### src/rtl/vlc_pkg.sv
// Constants for the vendor link control register bank.
// Assumes one 32-bit register at offset zero of the vendor window.
package vlc_pkg;
    localparam logic [7:0] VLC_OFFSET = 8'h00;
    localparam int BIT_KEEPER = 21;
    localparam int BIT_PM_VIS = 20;
    localparam int BIT_TEST_SRC = 19;
    localparam int BIT_EE_FAST = 18;
    localparam int BIT_MODE_LO = 16;
    localparam int BIT_PROG_MIR = 14;
    localparam int BIT_ENH_MIR = 13;
    localparam int BIT_SPD_LOCK = 12;
    localparam int BIT_DET_OFF = 11;
    localparam int BIT_FORCE_ABS = 10;
    localparam int BIT_ALT_CONCAT = 9;
    localparam int BIT_ALT_ACCEL = 7;
    localparam int BIT_ALT_MIXED = 6;
    localparam int BIT_ALT_IDLE = 5;
    // Writable bits 21:16, 14:9, 7:5; low nibble lives elsewhere
    localparam logic [31:0] VLC_WMASK = 32'h003f_7ee0;
    localparam logic [31:0] VLC_RESET = 32'h0000_0000;
    localparam logic [1:0] MODE_XOR0 = 2'h0;
    localparam logic [1:0] MODE_AND = 2'h1;
    localparam logic [1:0] MODE_OR = 2'h2;
    localparam logic [1:0] MODE_XOR3 = 2'h3;
    localparam logic [7:0] LOST_LIMIT = 8'hff;
    localparam int SPD_W = 3;
endpackage

### src/rtl/feature_combine.sv
// Combines the enhanced-PHY enable with one alternate bit.
// Assumes mode and inputs are registered by the caller.
`timescale 1ns/1ns
module feature_combine
    import vlc_pkg::*;
(
    input wire logic [1:0] mode_i,
    input wire logic enh_i,
    input wire logic alt_i,
    output logic eff_o
);
    // Mode selects the combining operator
    always_comb begin
        unique case (mode_i)
            MODE_AND: eff_o = enh_i & alt_i;
            MODE_OR: eff_o = enh_i | alt_i;
            MODE_XOR0, MODE_XOR3: eff_o = enh_i ^ alt_i;
        endcase
    end
endmodule // feature_combine

### src/rtl/master_detect.sv
// Counts consecutive lost cycles to decide a cycle master is absent.
// Assumes one-cycle event pulses on the register clock.
`timescale 1ns/1ns
module master_detect
    import vlc_pkg::*;
(
    input wire logic mclk_i,
    input wire logic rst_b_i,
    input wire logic cycle_lost_i,
    input wire logic cycle_ok_i,
    input wire logic det_off_i,
    input wire logic force_i,
    output logic absent_o
);
    logic [7:0] lost_cnt_q;
    logic seen_q;

    // Saturating run length; any good cycle restarts it
    always_ff @(posedge mclk_i or negedge rst_b_i) begin
        if (!rst_b_i) begin
            lost_cnt_q <= 8'h00;
        end else if (cycle_ok_i || det_off_i) begin
            lost_cnt_q <= 8'h00;
        end else if (cycle_lost_i && lost_cnt_q != LOST_LIMIT) begin
            lost_cnt_q <= lost_cnt_q + 8'h01;
        end
    end

    // Detector verdict, held until a good cycle or until the detector is disabled
    always_ff @(posedge mclk_i or negedge rst_b_i) begin
        if (!rst_b_i) begin
            seen_q <= 1'b0;
        end else begin
            seen_q <= !det_off_i && !cycle_ok_i && lost_cnt_q == LOST_LIMIT;
        end
    end

    // Forcing overrides detector and its disable
    assign absent_o = force_i | seen_q;
endmodule // master_detect

### src/rtl/vendor_link_control.sv
// Vendor link control register with mirrored host-control bits.
// Assumes PCI-clock register port strobes and one-cycle link event pulses.
// Assumes host-control and bus-options writes arrive as single-cycle pulses.
// Low nibble of the word is kept by another block and reads zero here.
`timescale 1ns/1ns

module vendor_link_control
    import vlc_pkg::*;
(
    // Clock and reset
    input wire logic mclk_i,
    input wire logic rst_b_i,
    // Register port
    input wire logic [7:0] reg_addr_i,
    input wire logic reg_wr_i,
    input wire logic reg_rd_i,
    input wire logic [31:0] reg_wdata_i,
    output logic [31:0] reg_rdata_o,
    // Host control register side
    input wire logic hc_wr_i,
    input wire logic hc_prog_i,
    input wire logic hc_enh_i,
    output logic phy_program_allow_o,
    output logic phy_enh_allow_o,
    // Bus options link speed field
    input wire logic spd_wr_i,
    input wire logic [2:0] spd_wdata_i,
    output logic [2:0] link_speed_o,
    // Link cycle events
    input wire logic cycle_lost_i,
    input wire logic cycle_ok_i,
    output logic master_absent_o,
    // Test sources
    input wire logic nand_tree_i,
    input wire logic bist_status_i,
    output logic test_output_pin_o,
    // Feature controls
    output logic bus_keeper_on_o,
    output logic pm_struct_visible_o,
    output logic eeprom_fast_timing_o,
    output logic eff_concat_o,
    output logic eff_accel_o,
    output logic eff_mixed_o,
    output logic eff_idle_o,
    output logic hs_keeps_medium_o
);
    // Stored word and its next value
    logic [31:0] ctl_q;
    logic [31:0] ctl_d;

    // Mirror and speed flops, and the speed write enable
    logic prog_q;
    logic enh_q;
    logic [2:0] spd_q;
    logic spd_take;

    // Decode results
    logic vlc_sel;
    logic vlc_wr;
    logic vlc_rd;
    logic [1:0] mode;

    // Combiner, detector, test select and read results
    logic concat_c;
    logic accel_c;
    logic mixed_c;
    logic idle_c;
    logic absent_c;
    logic test_src_c;
    logic [31:0] rd_word_c;

    // Mirror bits live in their own flops so a host write leaves no stale copy
    localparam logic [31:0] MIRROR_MASK = (32'h1 << BIT_PROG_MIR) | (32'h1 << BIT_ENH_MIR);

    // Stored part of a port write; reserved and mirror bits are dropped
    function automatic logic [31:0] merge_write(logic [31:0] wdata);
        return wdata & VLC_WMASK & ~MIRROR_MASK;
    endfunction

    // Read word: stored fields plus the live mirror flops
    function automatic logic [31:0] read_word(logic [31:0] ctl, logic prog, logic enh);
        logic [31:0] word;
        word = ctl & VLC_WMASK;
        word[BIT_PROG_MIR] = prog;
        word[BIT_ENH_MIR] = enh;
        return word;
    endfunction

    // Test pin source select
    function automatic logic pick_test(logic sel, logic nand_src, logic bist_src);
        return sel ? bist_src : nand_src;
    endfunction

    // Address decode; only one word is mapped here
    assign vlc_sel = reg_addr_i == VLC_OFFSET;
    assign vlc_wr = reg_wr_i && vlc_sel;
    assign vlc_rd = reg_rd_i && vlc_sel;
    assign mode = ctl_q[BIT_MODE_LO +: 2];
    assign test_src_c = pick_test(ctl_q[BIT_TEST_SRC], nand_tree_i, bist_status_i);

    // Read word assembled ahead of the strobe
    assign rd_word_c = read_word(ctl_q, prog_q, enh_q);

    // Speed write accepted only while unlocked; the lock bit stays writable
    assign spd_take = spd_wr_i && !ctl_q[BIT_SPD_LOCK];

    // Masked write keeps reserved bits zero
    always_comb begin
        ctl_d = ctl_q;
        if (vlc_wr) begin
            ctl_d = merge_write(reg_wdata_i);
        end
    end

    // Control word; mirror bits kept separately below
    always_ff @(posedge mclk_i or negedge rst_b_i) begin
        if (!rst_b_i) begin
            ctl_q <= VLC_RESET;
        end else begin
            ctl_q <= ctl_d;
        end
    end

    // Program mirror: port write wins over a host write in the same cycle
    always_ff @(posedge mclk_i or negedge rst_b_i) begin
        if (!rst_b_i) begin
            prog_q <= 1'b0;
        end else if (vlc_wr) begin
            prog_q <= reg_wdata_i[BIT_PROG_MIR];
        end else if (hc_wr_i) begin
            prog_q <= hc_prog_i;
        end
    end

    // Enhanced mirror: same priority as the program mirror
    always_ff @(posedge mclk_i or negedge rst_b_i) begin
        if (!rst_b_i) begin
            enh_q <= 1'b0;
        end else if (vlc_wr) begin
            enh_q <= reg_wdata_i[BIT_ENH_MIR];
        end else if (hc_wr_i) begin
            enh_q <= hc_enh_i;
        end
    end

    // Link speed field, frozen while locked
    always_ff @(posedge mclk_i or negedge rst_b_i) begin
        if (!rst_b_i) begin
            spd_q <= '0;
        end else if (spd_take) begin
            spd_q <= spd_wdata_i;
        end
    end

    // One combiner per alternate feature bit
    feature_combine u_concat (
        .mode_i(mode),
        .enh_i(enh_q),
        .alt_i(ctl_q[BIT_ALT_CONCAT]),
        .eff_o(concat_c)
    );

    // Acknowledge-accelerated arbitration
    feature_combine u_accel (
        .mode_i(mode),
        .enh_i(enh_q),
        .alt_i(ctl_q[BIT_ALT_ACCEL]),
        .eff_o(accel_c)
    );

    // Mixed-speed concatenation
    feature_combine u_mixed (
        .mode_i(mode),
        .enh_i(enh_q),
        .alt_i(ctl_q[BIT_ALT_MIXED]),
        .eff_o(mixed_c)
    );

    // Idle signalling after grant
    feature_combine u_idle (
        .mode_i(mode),
        .enh_i(enh_q),
        .alt_i(ctl_q[BIT_ALT_IDLE]),
        .eff_o(idle_c)
    );

    // Cycle master detector
    master_detect u_detect (
        .mclk_i(mclk_i),
        .rst_b_i(rst_b_i),
        .cycle_lost_i(cycle_lost_i),
        .cycle_ok_i(cycle_ok_i),
        .det_off_i(ctl_q[BIT_DET_OFF]),
        .force_i(ctl_q[BIT_FORCE_ABS]),
        .absent_o(absent_c)
    );

    // Bus keeper enable, one cycle behind the control word
    always_ff @(posedge mclk_i or negedge rst_b_i) begin
        if (!rst_b_i) begin
            bus_keeper_on_o <= 1'b0;
        end else begin
            bus_keeper_on_o <= ctl_q[BIT_KEEPER];
        end
    end

    // Power-management structure visibility
    always_ff @(posedge mclk_i or negedge rst_b_i) begin
        if (!rst_b_i) begin
            pm_struct_visible_o <= 1'b0;
        end else begin
            pm_struct_visible_o <= ctl_q[BIT_PM_VIS];
        end
    end

    // EEPROM timing select
    always_ff @(posedge mclk_i or negedge rst_b_i) begin
        if (!rst_b_i) begin
            eeprom_fast_timing_o <= 1'b0;
        end else begin
            eeprom_fast_timing_o <= ctl_q[BIT_EE_FAST];
        end
    end

    // Test pin; sources are sampled, so the pin lags them by a cycle
    always_ff @(posedge mclk_i or negedge rst_b_i) begin
        if (!rst_b_i) begin
            test_output_pin_o <= 1'b0;
        end else begin
            test_output_pin_o <= test_src_c;
        end
    end

    // Handshake concatenation enable
    always_ff @(posedge mclk_i or negedge rst_b_i) begin
        if (!rst_b_i) begin
            eff_concat_o <= 1'b0;
        end else begin
            eff_concat_o <= concat_c;
        end
    end

    // Accelerated arbitration enable
    always_ff @(posedge mclk_i or negedge rst_b_i) begin
        if (!rst_b_i) begin
            eff_accel_o <= 1'b0;
        end else begin
            eff_accel_o <= accel_c;
        end
    end

    // Mixed-speed concatenation enable
    always_ff @(posedge mclk_i or negedge rst_b_i) begin
        if (!rst_b_i) begin
            eff_mixed_o <= 1'b0;
        end else begin
            eff_mixed_o <= mixed_c;
        end
    end

    // Idle signalling enable
    always_ff @(posedge mclk_i or negedge rst_b_i) begin
        if (!rst_b_i) begin
            eff_idle_o <= 1'b0;
        end else begin
            eff_idle_o <= idle_c;
        end
    end

    // Medium kept on handshake whenever acceleration is effective
    always_ff @(posedge mclk_i or negedge rst_b_i) begin
        if (!rst_b_i) begin
            hs_keeps_medium_o <= 1'b0;
        end else begin
            hs_keeps_medium_o <= accel_c;
        end
    end

    // Master absence, forced or detected
    always_ff @(posedge mclk_i or negedge rst_b_i) begin
        if (!rst_b_i) begin
            master_absent_o <= 1'b0;
        end else begin
            master_absent_o <= absent_c;
        end
    end

    // Program mirror towards the host control side
    always_ff @(posedge mclk_i or negedge rst_b_i) begin
        if (!rst_b_i) begin
            phy_program_allow_o <= 1'b0;
        end else begin
            phy_program_allow_o <= prog_q;
        end
    end

    // Enhanced mirror towards the host control side
    always_ff @(posedge mclk_i or negedge rst_b_i) begin
        if (!rst_b_i) begin
            phy_enh_allow_o <= 1'b0;
        end else begin
            phy_enh_allow_o <= enh_q;
        end
    end

    // Link speed field
    always_ff @(posedge mclk_i or negedge rst_b_i) begin
        if (!rst_b_i) begin
            link_speed_o <= '0;
        end else begin
            link_speed_o <= spd_q;
        end
    end

    // Read data; mirrors read live, unmapped reads zero
    always_ff @(posedge mclk_i or negedge rst_b_i) begin
        if (!rst_b_i) begin
            reg_rdata_o <= '0;
        end else if (vlc_rd) begin
            reg_rdata_o <= rd_word_c;
        end else begin
            reg_rdata_o <= '0;
        end
    end
endmodule // vendor_link_control

### config.mk
export PLATFORM = sky130hd
export DESIGN_NAME = vendor_link_control
export DESIGN_NICKNAME = d
export VERILOG_FILES = /design/src/rtl/vlc_pkg.sv /design/src/rtl/feature_combine.sv /design/src/rtl/master_detect.sv /design/src/rtl/vendor_link_control.sv
export SDC_FILE = /design/constraint.sdc
export NUM_CORES = 1
export LEC_CHECK = 0
export ABC_CLOCK_PERIOD_IN_PS = 4500
export BUFFER_PORTS_ARGS = -buffer_cell sky130_fd_sc_hd__buf_2
export CAP_MARGIN = 5
export CORE_MARGIN = 2
export CORE_UTILIZATION = 51
export CTS_CLUSTER_SIZE = 20
export DETAILED_ROUTE_END_ITERATION = 6
export GPL_ROUTABILITY_DRIVEN = 0
export PLACE_DENSITY = 0.84
export RECOVER_POWER = 100
export SYNTH_ARGS = -nofsm -noshare
export SYNTH_HDL_FRONTEND = slang
export SYNTH_SLANG_ARGS = --single-unit
### constraint.sdc
create_clock -name mclk_i -period 4.5 [get_ports mclk_i]
set_clock_uncertainty 0.1 [all_clocks]
set_input_delay 0.9 -clock mclk_i [delete_from_list [all_inputs] [get_ports mclk_i]]
set_output_delay 0.9 -clock mclk_i [all_outputs]
set_load 0.02 [all_outputs]
==> results.md <==
- Outcome: finished, final reports clean
- DPL Wire Length: 3030 µm
- Final routed wirelength across all metal layers: 4190 µm
- Final nets: 331
- Endpoint of the lowest-slack register-to-register path: u_detect.lost_cnt_q[1]$_DFFE_PN0P_
- Cells after DPL: 312
- Register area: 0.00140 mm²
- IO Port Bufs: 67
- Pins over their slew limit: 0
- Core region area: 0.00469 mm²
- Via count of the first global-routing pass: 1,476
- Start of the worst register-to-register path: u_detect.lost_cnt_q[0]$_DFFE_PN0P_
- Max transition margin: 45.6%
- Highest attainable clock frequency: 394 MHz
- Register bit total from synthesis: 56
- Worst reg2reg path depth: 4
- Sum of negative setup slack: 0 ns
- Max Fanout on Critical Path: 15
- Post-DP Area: 0.00279 mm²
- Final critical-path share of the clock period: 56.3%
- Core Rows: 25
- I/O Pins: 102
- Largest voltage drop on the vdd net: 0.000231 V
- Post-cts resize count: 0
- Detailed-route wire length per cell: 13.1 µm
- Drt drc: 0
- Commonest non-fill, non-tap cell in the layout: dfrtp_1
- Maximum number of pins on one net before global-route repair: 57
- Post-cts hold buffer count: 0
- Clk_lat worst skew: 0.30 ns
- GRT Overall Usage: 16.4%
- Share of final-layout standard cells stronger than drive strength 1: 21.8%
- Grt ovf: 0
- Cell variety after synth: 32
- Worst Max-Slew Pin Slew: 0.813 ns
- Reported leakage power: 0.00143 µW
- Number of violations reported at the end of detailed-routing iteration 0: 55
- Worst hold slack across all endpoints: 0.283 ns
- Ys async rst share: 100%
- Area delta synth->final: 14.3%
- Longest Clk Path Bufs: 2
- End-of-flow core utilization: 60.0%
- Top routing layer in use: met4
- Commonest cells after routing, fill and taps aside: 56 x dfrtp_1, 36 x buf_2, 31 x clkbuf_1
- Type of the most critical hold path: flop to flop
- Die outline height: 73.5 µm
- Count of mapped cells out of synthesis: 194
- Initial Utilization: 52.5%
- Total of endpoints with negative setup slack in the final report: 0
- Classification of the worst setup path: input port to flop
- Iteration count of the initial detailed-routing pass: 6
- Mean post-synth cell area: 12.7 µm²
- Met2 wire length: 2150 µm
- Met3 wire length: 222 µm
- Number of standard cells in the layout, taps in and fillers out: 320
- Hold violation count in the final report: 0
- Share of the yosys chip area belonging to registers: 56.9%
- Kind of end point of the critical path: flop
- Series of cell instances along the critical path: buf_2 -> nor4_1 -> nand3_1 -> mux2_1
- Startpoint Class: input port
- Clock Sinks: 56
- Number of enable-type register cells in the synthesized netlist: 0
- # Post-CTS Setup Buffers: 0
- Primary flip-flop cell chosen by synthesis mapping: dfrtp_1
- Pwr per Cell Area: 345 mW/mm²
- Count of filler cells inserted in the layout: 429
- Synth warnings: 0
- Count of antenna diodes in the layout: 0
- Num CTS Buffers: 5
- Multi-input logic area: 882 µm²
- Final antenna-violating net count: 0
- Max-cap check violation count: 0
- RSZ-0062 raised after global routing: false
- Length of routed wiring on met1: 1760 µm
- Critical path's largest stage delay: 0.67 ns
- Worst Min Path Start: spd_q[0]$_DFFE_PN0P_
- Setup slack on the worst flop-to-flop path: 2.83 ns
- Clock input transition at the sequential cells of the worst setup and hold paths: 0.09 ns
- Netlist Area Pre-Place: 0.00246 mm²
- Arrival time worst endpoint: 2.62 ns
- Worst Path Required: 4.58 ns
- WHS Path Cells: 0
- Final worst path period need: 2.54 ns
- Initial antenna violation count: 0
- CTS tree: yes
- End of the worst hold path: link_speed_o[0]$_DFF_PN0_
- First-pass GRT wire length: 6610 µm
- Post-route design area: 0.00282 mm²
- Root buf cell: clkbuf_8
- Average vias per placed instance: 4.94
- H-Tree Depth: 2
- Die Footprint: 0.00541 mm²
- Die Span X: 73.5 µm
- DR vias: 1,582
- Crit path max-delay cell type: nand3_1
synth_stat cells (all sizes together) (3+ instances only):
cell type   n  area [µm²]
dfrtp      56        1400
mux2       20         263
buf        19         146
and2       15        93.8
nand2      14        52.6
inv        12        45.0
ha         11         138
o21ai       6        30.0
mux2i       5        50.1
a21oi       4        20.0
a22oi       4        30.0
nor4        4        37.5
or3         4        25.0
and3        3        20.0
nand3       3        20.0
nand4       3        18.8
through the flow:
step	power (µW)	setup slack [ns]
3_5_place_dp	660	1.94
3_3_place_gp	655	1.99
2_1_floorplan	623	2.41
6_report	970	1.96
4_1_cts	988	2.29
5_1_grt	1010	1.88
layer usage:
| metal | vias up | track usage [%] |
|---|---|---|
| met5 | - | 0 |
| met1 | 754 | 18.7 |
| met4 | 0 | 6.06 |
| li1 | 764 | - |
| met2 | 59 | 29.3 |
| met3 | 5 | 4.25 |
cell families (layout without fill, tap and decap cells):
logic type | count (synthesis) | count (layout) | synth area share (%)
mux | 25 | 25 | 12.7
other cells | 1 | 17 | 0.152
compound gates | 18 | 18 | 4.57
flops | 56 | 56 | 56.9
simple gates | 51 | 51 | 12.2
buf+inv | 32 | 88 | 7.92
fa+ha+maj | 11 | 11 | 5.58
state kept, by name, indices dropped and copies added, names as in the netlist, 3 cells and up:
| register | flops |
|---|---|
| u_detect.lost_cnt_q | 8 |
| ctl_q | 13 |
| link_speed_o | 3 |
| reg_rdata_o | 15 |
| spd_q | 3 |
report_power, final:
| part | switching (µW) | internal, µW |
|---|---|---|
| clock network | 161 | 168 |
| registers | 13.6 | 525 |
| logic | 65.4 | 37.5 |
critical path, delay by kind of cell:
| family | cells | cell delay (ns) |
|---|---|---|
| muxes | 1 | 0.57 |
| and+or+nand+nor | 2 | 1.04 |
| buffers and inverters | 1 | 0.10 |
worst max path at each step:
| stage | startpoint | slack, ns | end | cells after the start |
|---|---|---|---|---|
| 6_report | reg_addr_i[5] | 1.96 | ctl_q[21]$_DFFE_PN0P_ | 4 |
| 4_1_cts | reg_addr_i[5] | 2.29 | ctl_q[21]$_DFFE_PN0P_ | 4 |
| 3_5_place_dp | reg_addr_i[5] | 1.94 | ctl_q[21]$_DFFE_PN0P_ | 4 |
| 2_1_floorplan | reg_addr_i[5] | 2.41 | ctl_q[10]$_DFFE_PN0P_ | 4 |
| 5_1_grt | reg_addr_i[5] | 1.88 | ctl_q[21]$_DFFE_PN0P_ | 4 |
| 3_3_place_gp | reg_addr_i[5] | 1.99 | ctl_q[18]$_DFFE_PN0P_ | 4 |
layout make-up:
class | count | share of cell area [%]
inverter | 12 | 1.60
clock inverter | 3 | 1.69
sequential | 56 | 49.8
multi-input combinational | 122 | 31.3
clock buffer | 5 | 2.44
tap | 54 | 2.40
timing repair buffer | 68 | 10.8
Power figures use the tool's default switching activity.
